$ cat config.mk
export PLATFORM = sky130hd
export DESIGN_NAME = sptg_core
export DESIGN_NICKNAME = d
export VERILOG_FILES = /design/src/rtl/sptg_pkg.sv /design/src/rtl/sptg_port_gate.sv /design/src/rtl/sptg_core.sv
export SDC_FILE = /design/constraint.sdc
export NUM_CORES = 1
export LEC_CHECK = 0
export ABC_AREA = 1
export ABC_CLOCK_PERIOD_IN_PS = 4000
export BUFFER_PORTS_ARGS = -buffer_cell sky130_fd_sc_hd__buf_4
export CAP_MARGIN = 15
export CORE_ASPECT_RATIO = 0.5
export CORE_MARGIN = 2
export CORE_UTILIZATION = 41
export DETAILED_ROUTE_END_ITERATION = 8
export PLACE_DENSITY_LB_ADDON = 0.3
export SYNTH_ARGS = -nofsm -noshare
export SYNTH_HDL_FRONTEND = slang
export SYNTH_HIERARCHICAL = 1
export SYNTH_SLANG_ARGS = --single-unit
$ cat constraint.sdc
create_clock -name ref_clk -period 4 [get_ports ref_clk]
set_input_delay 0.2 -clock ref_clk [delete_from_list [all_inputs] [get_ports ref_clk]]
set_output_delay 0.2 -clock ref_clk [all_outputs]
set_load 0.01 [all_outputs]
$ cat src/rtl/sptg_pkg.sv
// Package for the spanning-tree port gating and tail-tag block.
// Assumes: one 25 MHz core clock, AXI4-Lite register access, 32-bit data.
package sptg_pkg;

  // Register indices; byte address is four times the index
  localparam logic [9:0] IDX_GLOBAL1    = 10'h001;
  localparam logic [9:0] IDX_GLOBAL12   = 10'h00C;
  localparam logic [9:0] IDX_PORT1_CTRL = 10'h012;
  localparam logic [9:0] IDX_PORT2_CTRL = 10'h022;
  localparam logic [9:0] IDX_PORT3_CTRL = 10'h032;
  localparam logic [9:0] IDX_PORT4_CTRL = 10'h042;
  localparam logic [9:0] IDX_STATUS     = 10'h0C8;
  localparam int unsigned AXI_ADDR_W    = 12;

  // Per-port control fields
  localparam int unsigned PC_TX_EN_BIT   = 2;
  localparam int unsigned PC_RX_EN_BIT   = 1;
  localparam int unsigned PC_LRN_DIS_BIT = 0;
  localparam logic [7:0]  PORT_CTRL_RST  = 8'h06;

  // Global register fields
  localparam int unsigned G1_FLUSH_DYN_BIT = 5;
  localparam int unsigned G1_FLUSH_STA_BIT = 4;
  localparam logic [7:0]  GLOBAL1_RST      = 8'h00;
  localparam int unsigned G12_TAIL_EN_BIT  = 1;
  localparam logic [7:0]  GLOBAL12_RST     = 8'h00;

  // Tail-tag fields
  localparam int unsigned TAG_BYPASS_BIT = 7;
  localparam int unsigned TAG_FORCE_BIT  = 6;
  localparam int unsigned TAG_QUEUE_LSB  = 4;
  localparam logic [3:0]  TAG_DEST_RSVD  = 4'h0;
  localparam logic [3:0]  TAG_DEST_ALL   = 4'hF;
  localparam int unsigned PROC_PORT_BIT  = 4;
  localparam logic [4:0]  PROC_PORT_MASK = 5'h10;

  // AXI responses
  localparam logic [1:0] RESP_OKAY   = 2'h0;
  localparam logic [1:0] RESP_SLVERR = 2'h2;

  typedef enum logic [1:0] {
    SPTG_DISCARDING,
    SPTG_LEARNING,
    SPTG_FORWARDING,
    SPTG_IRREGULAR
  } sptg_state_t;

  // One frame decision request from the lookup stage
  typedef struct packed {
    logic       valid;
    logic       from_host;
    logic [1:0] src_port;
    logic [4:0] lookup_mask;
    logic       override_hit;
    logic [7:0] tag;
  } sptg_req_t;

  // Registered decision for that frame
  typedef struct packed {
    logic       valid;
    logic [4:0] dest_mask;
    logic       learn;
    logic [1:0] queue;
    logic       directed;
    logic       tag_strip;
    logic       tag_append;
    logic [7:0] tag_out;
  } sptg_res_t;

endpackage

$ cat src/rtl/sptg_port_gate.sv
// Decodes one network port's control byte into gating terms.
// Assumes: control byte comes from the register file in the same clock.
`timescale 1ns/100ps
`default_nettype none
module sptg_port_gate (
  // Control setting
  input  wire logic [7:0]          ctrl,
  // Gating terms
  output logic                     tx_ok,
  output logic                     rx_ok,
  output logic                     learn_ok,
  output sptg_pkg::sptg_state_t    state
);

  always_comb begin
    tx_ok    = ctrl[sptg_pkg::PC_TX_EN_BIT];
    rx_ok    = ctrl[sptg_pkg::PC_RX_EN_BIT];
    learn_ok = ~ctrl[sptg_pkg::PC_LRN_DIS_BIT];
    unique case ({tx_ok, rx_ok, learn_ok})
      3'b000:  state = sptg_pkg::SPTG_DISCARDING;
      3'b001:  state = sptg_pkg::SPTG_LEARNING;
      3'b111:  state = sptg_pkg::SPTG_FORWARDING;
      default: state = sptg_pkg::SPTG_IRREGULAR;
    endcase
  end

endmodule // sptg_port_gate
`default_nettype wire

$ cat src/rtl/sptg_core.sv
// Spanning-tree port gating and tail-tag handling for a five-port switch.
// Assumes: an AXI4-Lite master, a lookup stage that offers one frame
// decision at a time, and a table engine that acts on flush pulses.
//
// Decided for this implementation: the AXI4-Lite slave port and the register offsets.
`timescale 1ns/100ps
`default_nettype none
module sptg_core (
  // Clock and reset
  input  wire logic                                  ref_clk,
  input  wire logic                                  reset,
  // AXI4-Lite write address
  input  wire logic [sptg_pkg::AXI_ADDR_W-1:0]       s_axi_awaddr,
  input  wire logic                                  s_axi_awvalid,
  output logic                                       s_axi_awready,
  // AXI4-Lite write data
  input  wire logic [31:0]                           s_axi_wdata,
  input  wire logic [3:0]                            s_axi_wstrb,
  input  wire logic                                  s_axi_wvalid,
  output logic                                       s_axi_wready,
  // AXI4-Lite write response
  output logic [1:0]                                 s_axi_bresp,
  output logic                                       s_axi_bvalid,
  input  wire logic                                  s_axi_bready,
  // AXI4-Lite read address
  input  wire logic [sptg_pkg::AXI_ADDR_W-1:0]       s_axi_araddr,
  input  wire logic                                  s_axi_arvalid,
  output logic                                       s_axi_arready,
  // AXI4-Lite read data
  output logic [31:0]                                s_axi_rdata,
  output logic [1:0]                                 s_axi_rresp,
  output logic                                       s_axi_rvalid,
  input  wire logic                                  s_axi_rready,
  // Frame decision request and result
  input  wire sptg_pkg::sptg_req_t                   req,
  output sptg_pkg::sptg_res_t                        res,
  // Address table flush request
  output logic                                       flush_pulse,
  output logic [3:0]                                 flush_ports,
  output logic                                       flush_dynamic,
  output logic                                       flush_static
);

  // Register file
  logic [7:0]  global1;
  logic [7:0]  global12;
  logic [7:0]  port_ctrl [4];

  // Write channel holding state
  logic [9:0]  wr_index;
  logic [31:0] wr_data;
  logic        wr_strb0;
  logic        wr_go;
  logic        wr_hit;

  // Decoded per-port terms
  logic [3:0]             tx_ok;
  logic [3:0]             rx_ok;
  logic [3:0]             learn_ok;
  sptg_pkg::sptg_state_t  port_state [4];

  logic        tail_on;
  logic [31:0] rd_value;
  logic        rd_hit;
  logic [7:0]  status_byte;

  logic [4:0]  src_bit;
  sptg_pkg::sptg_res_t next_res;

  genvar gp;
  generate
    for (gp = 0; gp < 4; gp++) begin : g_port
      sptg_port_gate u_gate (
        .ctrl     (port_ctrl[gp]),
        .tx_ok    (tx_ok[gp]),
        .rx_ok    (rx_ok[gp]),
        .learn_ok (learn_ok[gp]),
        .state    (port_state[gp])
      );
    end
  endgenerate

  assign tail_on = global12[sptg_pkg::G12_TAIL_EN_BIT];

  // Both halves of a write are held until each has been taken once
  assign wr_go = ~s_axi_awready & ~s_axi_wready & ~s_axi_bvalid;

  always_comb begin
    unique case (wr_index)
      sptg_pkg::IDX_GLOBAL1,
      sptg_pkg::IDX_GLOBAL12,
      sptg_pkg::IDX_PORT1_CTRL,
      sptg_pkg::IDX_PORT2_CTRL,
      sptg_pkg::IDX_PORT3_CTRL,
      sptg_pkg::IDX_PORT4_CTRL: wr_hit = 1'b1;
      default:                  wr_hit = 1'b0;
    endcase
  end

  // Write address channel
  always_ff @(posedge ref_clk or posedge reset) begin
    if (reset) begin
      s_axi_awready <= 1'b1;
      wr_index      <= 10'h000;
    end else if (s_axi_awvalid && s_axi_awready) begin
      s_axi_awready <= 1'b0;
      wr_index      <= s_axi_awaddr[11:2];
    end else if (s_axi_bvalid && s_axi_bready) begin
      s_axi_awready <= 1'b1;
    end
  end

  // Write data channel
  always_ff @(posedge ref_clk or posedge reset) begin
    if (reset) begin
      s_axi_wready <= 1'b1;
      wr_data      <= 32'h0000_0000;
      wr_strb0     <= 1'b0;
    end else if (s_axi_wvalid && s_axi_wready) begin
      s_axi_wready <= 1'b0;
      wr_data      <= s_axi_wdata;
      wr_strb0     <= s_axi_wstrb[0];
    end else if (s_axi_bvalid && s_axi_bready) begin
      s_axi_wready <= 1'b1;
    end
  end

  // Write response
  always_ff @(posedge ref_clk or posedge reset) begin
    if (reset) begin
      s_axi_bvalid <= 1'b0;
      s_axi_bresp  <= sptg_pkg::RESP_OKAY;
    end else if (wr_go) begin
      s_axi_bvalid <= 1'b1;
      s_axi_bresp  <= wr_hit ? sptg_pkg::RESP_OKAY : sptg_pkg::RESP_SLVERR;
    end else if (s_axi_bready) begin
      s_axi_bvalid <= 1'b0;
    end
  end

  // Register storage; only the low byte lane carries data
  always_ff @(posedge ref_clk or posedge reset) begin
    if (reset) begin
      global1  <= sptg_pkg::GLOBAL1_RST;
      global12 <= sptg_pkg::GLOBAL12_RST;
      for (int i = 0; i < 4; i++) begin
        port_ctrl[i] <= sptg_pkg::PORT_CTRL_RST;
      end
    end else if (wr_go && wr_strb0) begin
      unique case (wr_index)
        sptg_pkg::IDX_GLOBAL1:    global1      <= wr_data[7:0];
        sptg_pkg::IDX_GLOBAL12:   global12     <= wr_data[7:0];
        sptg_pkg::IDX_PORT1_CTRL: port_ctrl[0] <= wr_data[7:0];
        sptg_pkg::IDX_PORT2_CTRL: port_ctrl[1] <= wr_data[7:0];
        sptg_pkg::IDX_PORT3_CTRL: port_ctrl[2] <= wr_data[7:0];
        sptg_pkg::IDX_PORT4_CTRL: port_ctrl[3] <= wr_data[7:0];
        default: ;
      endcase
    end
  end

  // Flush issue: one pulse per write that sets both flush bits.
  // Ports taken are those whose learning is disabled at that moment.
  always_ff @(posedge ref_clk or posedge reset) begin
    if (reset) begin
      flush_pulse   <= 1'b0;
      flush_ports   <= 4'h0;
      flush_dynamic <= 1'b0;
      flush_static  <= 1'b0;
    end else if (wr_go && wr_strb0 && (wr_index == sptg_pkg::IDX_GLOBAL1) &&
                 wr_data[sptg_pkg::G1_FLUSH_DYN_BIT] &&
                 wr_data[sptg_pkg::G1_FLUSH_STA_BIT]) begin
      flush_pulse   <= 1'b1;
      flush_ports   <= ~learn_ok;
      flush_dynamic <= 1'b1;
      flush_static  <= 1'b1;
    end else begin
      flush_pulse   <= 1'b0;
      flush_dynamic <= 1'b0;
      flush_static  <= 1'b0;
    end
  end

  // Status byte shows the decoded state of each port, two bits each
  always_comb begin
    status_byte = {port_state[3], port_state[2], port_state[1], port_state[0]};
  end

  always_comb begin
    rd_hit   = 1'b1;
    rd_value = 32'h0000_0000;
    unique case (s_axi_araddr[11:2])
      sptg_pkg::IDX_GLOBAL1:    rd_value[7:0] = global1;
      sptg_pkg::IDX_GLOBAL12:   rd_value[7:0] = global12;
      sptg_pkg::IDX_PORT1_CTRL: rd_value[7:0] = port_ctrl[0];
      sptg_pkg::IDX_PORT2_CTRL: rd_value[7:0] = port_ctrl[1];
      sptg_pkg::IDX_PORT3_CTRL: rd_value[7:0] = port_ctrl[2];
      sptg_pkg::IDX_PORT4_CTRL: rd_value[7:0] = port_ctrl[3];
      sptg_pkg::IDX_STATUS:     rd_value[7:0] = status_byte;
      default:                  rd_hit        = 1'b0;
    endcase
  end

  // Read channel: answer one cycle after the address is taken
  always_ff @(posedge ref_clk or posedge reset) begin
    if (reset) begin
      s_axi_arready <= 1'b1;
      s_axi_rvalid  <= 1'b0;
      s_axi_rdata   <= 32'h0000_0000;
      s_axi_rresp   <= sptg_pkg::RESP_OKAY;
    end else if (s_axi_arvalid && s_axi_arready) begin
      s_axi_arready <= 1'b0;
      s_axi_rvalid  <= 1'b1;
      s_axi_rdata   <= rd_value;
      s_axi_rresp   <= rd_hit ? sptg_pkg::RESP_OKAY : sptg_pkg::RESP_SLVERR;
    end else if (s_axi_rvalid && s_axi_rready) begin
      s_axi_arready <= 1'b1;
      s_axi_rvalid  <= 1'b0;
    end
  end

  assign src_bit = 5'h01 << req.src_port;

  // Frame decision
  always_comb begin
    next_res           = '0;
    next_res.valid     = req.valid;
    if (req.from_host) begin
      next_res.learn     = 1'b1;
      next_res.tag_strip = tail_on;
      if (tail_on && !req.tag[sptg_pkg::TAG_BYPASS_BIT] &&
          (req.tag[3:0] != sptg_pkg::TAG_DEST_RSVD)) begin
        // Directed sending ignores port state and lookup alike
        next_res.dest_mask = {1'b0, req.tag[3:0]};
        next_res.queue     = req.tag[sptg_pkg::TAG_QUEUE_LSB +: 2];
        next_res.directed  = 1'b1;
      end else begin
        // Bypass bit or reserved destination falls back to lookup
        next_res.dest_mask = {1'b0, req.lookup_mask[3:0] & tx_ok};
      end
    end else begin
      next_res.learn = learn_ok[req.src_port];
      if (rx_ok[req.src_port]) begin
        // Peer ports only receive if their transmit is enabled
        next_res.dest_mask = req.lookup_mask & {1'b1, tx_ok} & ~src_bit;
      end else begin
        // Receive off: nothing but processor-bound frames leave the port
        next_res.dest_mask = req.lookup_mask & sptg_pkg::PROC_PORT_MASK;
      end
      if (req.override_hit) begin
        next_res.dest_mask[sptg_pkg::PROC_PORT_BIT] = 1'b1;
      end
      // Tag goes only toward the processor port, carrying the ingress port
      next_res.tag_append = tail_on & next_res.dest_mask[sptg_pkg::PROC_PORT_BIT];
      if (next_res.tag_append) begin
        next_res.tag_out = {6'h00, req.src_port};
      end
    end
  end

  always_ff @(posedge ref_clk or posedge reset) begin
    if (reset) begin
      res <= '0;
    end else begin
      res <= next_res;
    end
  end

endmodule // sptg_core
`default_nettype wire

# ---- Word-level counts from Yosys, hierarchy flattened
# Cells that the tools add are included.
# W data, S select, Z words.
dict set report totals {
  reg_bits 109
  latch_bits 0
  ram_bits 0
  mem_bits_ro 0
  in_bits 85
  output_inout_bits 68
  wordCells 126
  n_memories 0
}
dict set report op_classes {
  n_addsub 0
  mul 0
  n_div 0
  magnitude_cmp 1
  n_eq_ne 21
  shift 1
  muxes 32
  n_bitwise 15
  n_reduce_logical 29
}
# operator count
set ops {}
lappend ops {{$pmux W8 S7} 1}
lappend ops {{$eq A10 B6 Y1 const B} 4}
lappend ops {{$pmux W2 S3} 4}
lappend ops {{$eq A10 B1 Y1 const B} 2}
lappend ops {{$eq A10 B4 Y1 const B} 2}
lappend ops {{$eq A10 B5 Y1 const B} 2}
lappend ops {{$eq A10 B7 Y1 const B} 2}
lappend ops {{$mux W1} 16}
lappend ops {{$eq A3 B1 Y1 const B} 4}
lappend ops {{$eq A3 B3 Y1 const B} 4}
lappend ops {{$logic_not A3 Y1} 4}
lappend ops {{$reduce_and A2 Y1} 6}
lappend ops {{$logic_and A1 B1 Y1} 11}
lappend ops {{$and A5 B5 Y5} 2}
lappend ops {{$eq A10 B8 Y1 const B} 1}
lappend ops {{$mux W9} 1}
lappend ops {{$mux W4} 2}
lappend ops {{$reduce_bool A2 Y1} 4}
lappend ops {{$not A1 Y1} 7}
lappend ops {{$reduce_or A7 Y1} 1}
lappend ops {{$mux W2} 3}
lappend ops {{$mux W6} 1}
lappend ops {{$reduce_or A6 Y1} 1}
lappend ops {{$mux W5} 1}
lappend ops {{10 further kinds} 13}

# ---- Logic depth before layout (Yosys ltp)
dict set report depth {
  depth_word 9
  mapped_depth 10
  depth_no_buf 10
}

# ---- Cells and area by module
# Netlist, hierarchy kept.
# mod instances cells_each area_each_um2 seq_area_each_um2
set modules_own_cells {}
lappend modules_own_cells {sptg_core 1 626 5146.2 2541.2}
lappend modules_own_cells {sptg_port_gate 4 9 45.0 0.0}

# ---- Least setup slack after synthesis
# OpenSTA, ideal clock, no wires.
dict set report synth_path {
  path_type {reg2reg}
  start {reg wr_index[9]}
  end {reg global1[7]}
  setup_ns 0.120
  arrival_ns 1.279
  required_time_ns 3.880
  path_slack_ns 2.601
  path_stages_with_launch 8
  n_path_buf 1
  synth_period_minus_slack_ns 1.399
  cell_sequence {dfrtp_1 -> nor2_4 -> inv_4 -> nor3_4 -> nand3_4 -> buf_6 -> nand2_1 -> o21ai_2}
}
dict set report synth_between {
  elab_chain_len 2
}
# item line_no
set synth_lines {}
lappend synth_lines {{start, declared} sptg_core.sv:50} ;# logic [9:0] wr_index;
lappend synth_lines {{start signal, assigned} sptg_core.sv:107} ;# wr_index <= s_axi_awaddr[11:2];
lappend synth_lines {{$eq A10 B1 Y1} sptg_core.sv:150} ;# unique case (wr_index)
lappend synth_lines {{$reduce_and A2 Y1 (no source line)} n/a}
lappend synth_lines {{end signal, assigned} sptg_core.sv:144} ;# global1 <= sptg_pkg::GLOBAL1_RST;
lappend synth_lines {{end signal, assigned} sptg_core.sv:151} ;# sptg_pkg::IDX_GLOBAL1: global1 <= wr_data[7:0];
lappend synth_lines {{end, declared} sptg_core.sv:45} ;# logic [7:0] global1;
# Every way passes these cells.
# A chain may end at the register's enable or synchronous reset.

# ---- Worst setup path in the final report
dict set report layout_path {
  start {reg wr_index[9]}
  end {reg flush_ports[0]}
}
dict set report layout_between {
  elab_chain_len 4
}
# item line_no
set layout_lines {}
lappend layout_lines {{$eq A10 B1 Y1} sptg_core.sv:170} ;# end else if (wr_go && wr_strb0 && (wr_index == sptg_pkg::IDX_GLOBAL1) &&
lappend layout_lines {{$logic_and A1 B1 Y1 (2 in series)} sptg_core.sv:170}
lappend layout_lines {{$logic_and A1 B1 Y1} sptg_core.sv:171} ;# wr_data[sptg_pkg::G1_FLUSH_DYN_BIT] &&
lappend layout_lines {{end signal, assigned} sptg_core.sv:174} ;# flush_ports <= ~learn_ok;
lappend layout_lines {{end, declared} sptg_core.sv:39} ;# output logic [3:0] flush_ports,
# Every way passes these cells.

==> impl_metrics.py <==
metrics = {
    "setup_path": {
        "path_buf_inv": 1,
        "worstPathRequired_ns": 4.23,
        "max_stage_delay_ns": 0.41,
        "critical_path.max_fanout": 17,
        "r2r_slack_ns": 2.27,
        "r2r_cells": 8,
        "cp-start-kind": "register",
        "crit_start": "wr_index[9]",
        "arrival_ns": 1.97,
        "endpoint": "flush_ports[0]",
        "crit_chain": "nor2_4, inv_4, nor3_4, nand3_4, nor2_4, nand2_2, nand2_1, nand2_1",
        "r2r-start": "wr_index[9]",
        "r2r_end": "flush_ports[0]",
        "path_class": "register to register",
        "crit_slowest_cell": "dfrtp_1",
        "cp-end-kind": "register",
        "path_depth": 8,
        "crit_family": "simple AND/OR/NAND/NOR gates",
    },
    "pwr": {
        "finalPower_mw": 2.768,
        "p_comb_share_pct": 22.9,
        "peakVddDrop_uv": 278.1,
        "seqPwrFrac_pct": 46.4,
        "clockPowerShare_pct": 30.7,
        "p_int_mw": 1.847,
        "p_sw_uw": 920.7,
        "sw_frac_of_total_pct": 33.26,
        "leakage_nw": 3.325,
        "p_per_area_mw_per_mm2": 443.9,
    },
    "synth": {
        "synth_edf_count": 0,
        "synth_warnings": 6,
        "synthCells": 662,
        "avgSynthCellArea_um2": 8.046,
        "synth_cell_type_count": 33,
        "async_flop_share_pct": 100.0,
        "yosys.area.top_type": "dfrtp_1",
        "synth_top_area_share_pct": 42.28,
        "synth_area_leaders": "dfrtp_1 (42%), nand2_1 (14%), buf_4 (6.1%)",
        "synth-seq-cells": 101,
        "ys_seq_area_share_pct": 47.71,
        "synth_ff_type": "dfrtp_1",
        "synthesis.area_mm2": 0.005326,
    },
    "drt": {
        "routed_via_density": 4.810,
        "drt-total-wl_mm": 12.50,
        "wl_per_cell_um": 13.62,
        "detail_route.first_pass.iterations": 5,
        "vias": 4416,
        "drtIter0Drc": 377,
        "postRouteAntennaNets": 0,
        "drc": 0,
    },
    "timing": {
        "fin_crit_ns": 1.735,
        "tightest_slew_ns": 0.8979,
        "setup_viol": 0,
        "holdWs_ns": 0.05228,
        "rsz0062_at_grt": "no",
        "slew_violations": 0,
        "fin_setup_tns_ns": 0,
        "hold_violations": 0,
        "fin_worst_skew_ns": 0.007470,
        "relSlewSlack_pct": 40.14,
        "period_share_pct": 43.37,
        "fmax_mhz": 576.5,
    },
    "clock_tree": {
        "cts_setup_buffers": 0,
        "cts.path.max_buffers": 2,
        "worstSkewPairLatency_ns": 0.34,
        "clkSlewWorstSetupHoldPaths_ns": 0.07,
        "htree_levels": 3,
        "cts_root_buf": "clkbuf_16",
        "cts_tree": "built",
        "cts_sinks": 101,
        "cts.hold.buffers_added": 1,
        "cts_buffers": 9,
        "post_cts_resize_count": 0,
    },
    "finish": {
        "drive_gt1_share_pct": 21.66,
        "diodes": 0,
        "final_cell_area_mm2": 0.006236,
        "layout_common_cells": "nand2_1 (194), dfrtp_1 (90), buf_4 (89), inv_1 (72), nor2_1 (55)",
        "syn2layout_area_growth_pct": 17.08,
        "fillers": 1234,
        "num-nets-final": 828,
        "mostFrequentLayoutCell": "nand2_1",
    },
    "placement": {
        "io_buffer_count": 88,
        "gp_congestion": 0.8263,
        "placed_cell_area_mm2": 0.005936,
        "dpl.hpwl_mm": 9.189,
    },
    "global_routing": {
        "grt_antenna_before_repair": 0,
        "grt_pass1_vias": 4004,
        "grt_max_degree": 74,
        "grt_use_total_pct": 18.87,
        "grt_pass1_wl_mm": 20.43,
        "grt_overflow": 0,
    },
    "floorplanning": {
        "start_util_pct": 42.06,
        "die_y_um": 84.60,
        "dieWidth_um": 165.2,
        "ios": 153,
        "core_mm2": 0.01266,
        "rows": 29,
        "die_area_mm2": 0.01397,
    },
    "job": {
        "drv_cap": 0,
    },
    "status": {
        "status": "finished, final reports clean",
    },
    "min_path": {
        "hp-class": "input pin to async pin",
    },
}
## power groups by stage
stage                     clock network (mW)  registers, mW  logic (mW)
after floorplan                            0           1.30       0.429
after global placement                     0           1.30       0.622
after detailed placement                   0           1.31       0.634
after CTS                              0.865           1.29       0.638
after global routing                   0.920           1.30       0.713
final                                  0.849           1.29       0.634
## routing by layer
metal / GRT usage [%] / vias to the layer above / share of wire (%)
met5: 0 / - / 0
met4: 4.190 / 0 / 0.76
met3: 4.891 / 8 / 7.1
met2: 26.21 / 155 / 40
met1: 29.20 / 2057 / 52
li1: - / 2196 / -
## cell usage after synthesis (3+ instances only)
master,n
a21oi_1,24
buf_4,43
buf_6,5
clkbuf_1,3
dfrtp_1,90
dfstp_2,11
inv_1,73
mux2_2,4
nand2_1,194
nand3_1,33
nand3_4,3
nand4_1,16
nor2_1,55
nor2_2,14
nor2_4,5
nor3_1,11
o2111ai_1,3
o21ai_0,40
o21ai_1,9
o21ai_2,9
## stage by stage
stage / setup slack, ns / std cells / utilization, %
2_1_floorplan: 1.171 / 693 / -
3_3_place_gp: 2.127 / 901 / 46.87
3_5_place_dp: 2.091 / 901 / 46.87
4_1_cts: 2.267 / 918 / 49.24
5_1_grt: 2.177 / 918 / 49.24
6_report: 2.265 / 918 / 49.24
## logic make-up after synthesis
family,synth area share [%]
compound gates,8.974
buf+inv,12.97
flops,47.71
mux,0.8456
other cells,0.07040
simple gates,29.43
## sequential cells by signal (all words and copies together) (netlist names)
| register | count |
|---|---|
| port_ctrl | 32 |
| res | 14 |
| wr_index | 10 |
| global12 | 8 |
| global1 | 8 |
| s_axi_rdata | 8 |
| wr_data | 8 |
| flush_ports | 4 |
| flush_static | 1 |
| s_axi_arready | 1 |
| s_axi_awready | 1 |
| s_axi_bresp | 1 |
| s_axi_bvalid | 1 |
| s_axi_rresp | 1 |
| s_axi_rvalid | 1 |
| s_axi_wready | 1 |
| wr_strb0 | 1 |
## how the worst min path moves through the flow
| stage | start | end | slack (ns) | depth (start not counted) |
|---|---|---|---|---|
| final | reset | wr_index[1] | 0.05 | 2 |
| after global routing | s_axi_bready | s_axi_bvalid | 0.06 | 2 |
| after CTS | s_axi_rready | s_axi_rvalid | 0.06 | 2 |
| after detailed placement | req[17] | res[19] | 0.31 | 1 |
| after global placement | req[17] | res[19] | 0.31 | 1 |
| after floorplan | req[17] | res[19] | 0.23 | 0 |
## cell type report
cell class              count  area, µm²  area share (%)
clock buffers              14      274.0           4.394
clock inverters             2      16.27          0.2608
inverters                  78      302.8           4.856
multi-input cells         463       2211           35.45
flip-flops and latches    101       2541           40.75
well taps                 170      212.7           3.411
repair buffers             90      678.2           10.87
No activity file was read; power rests on OpenSTA's default activity.
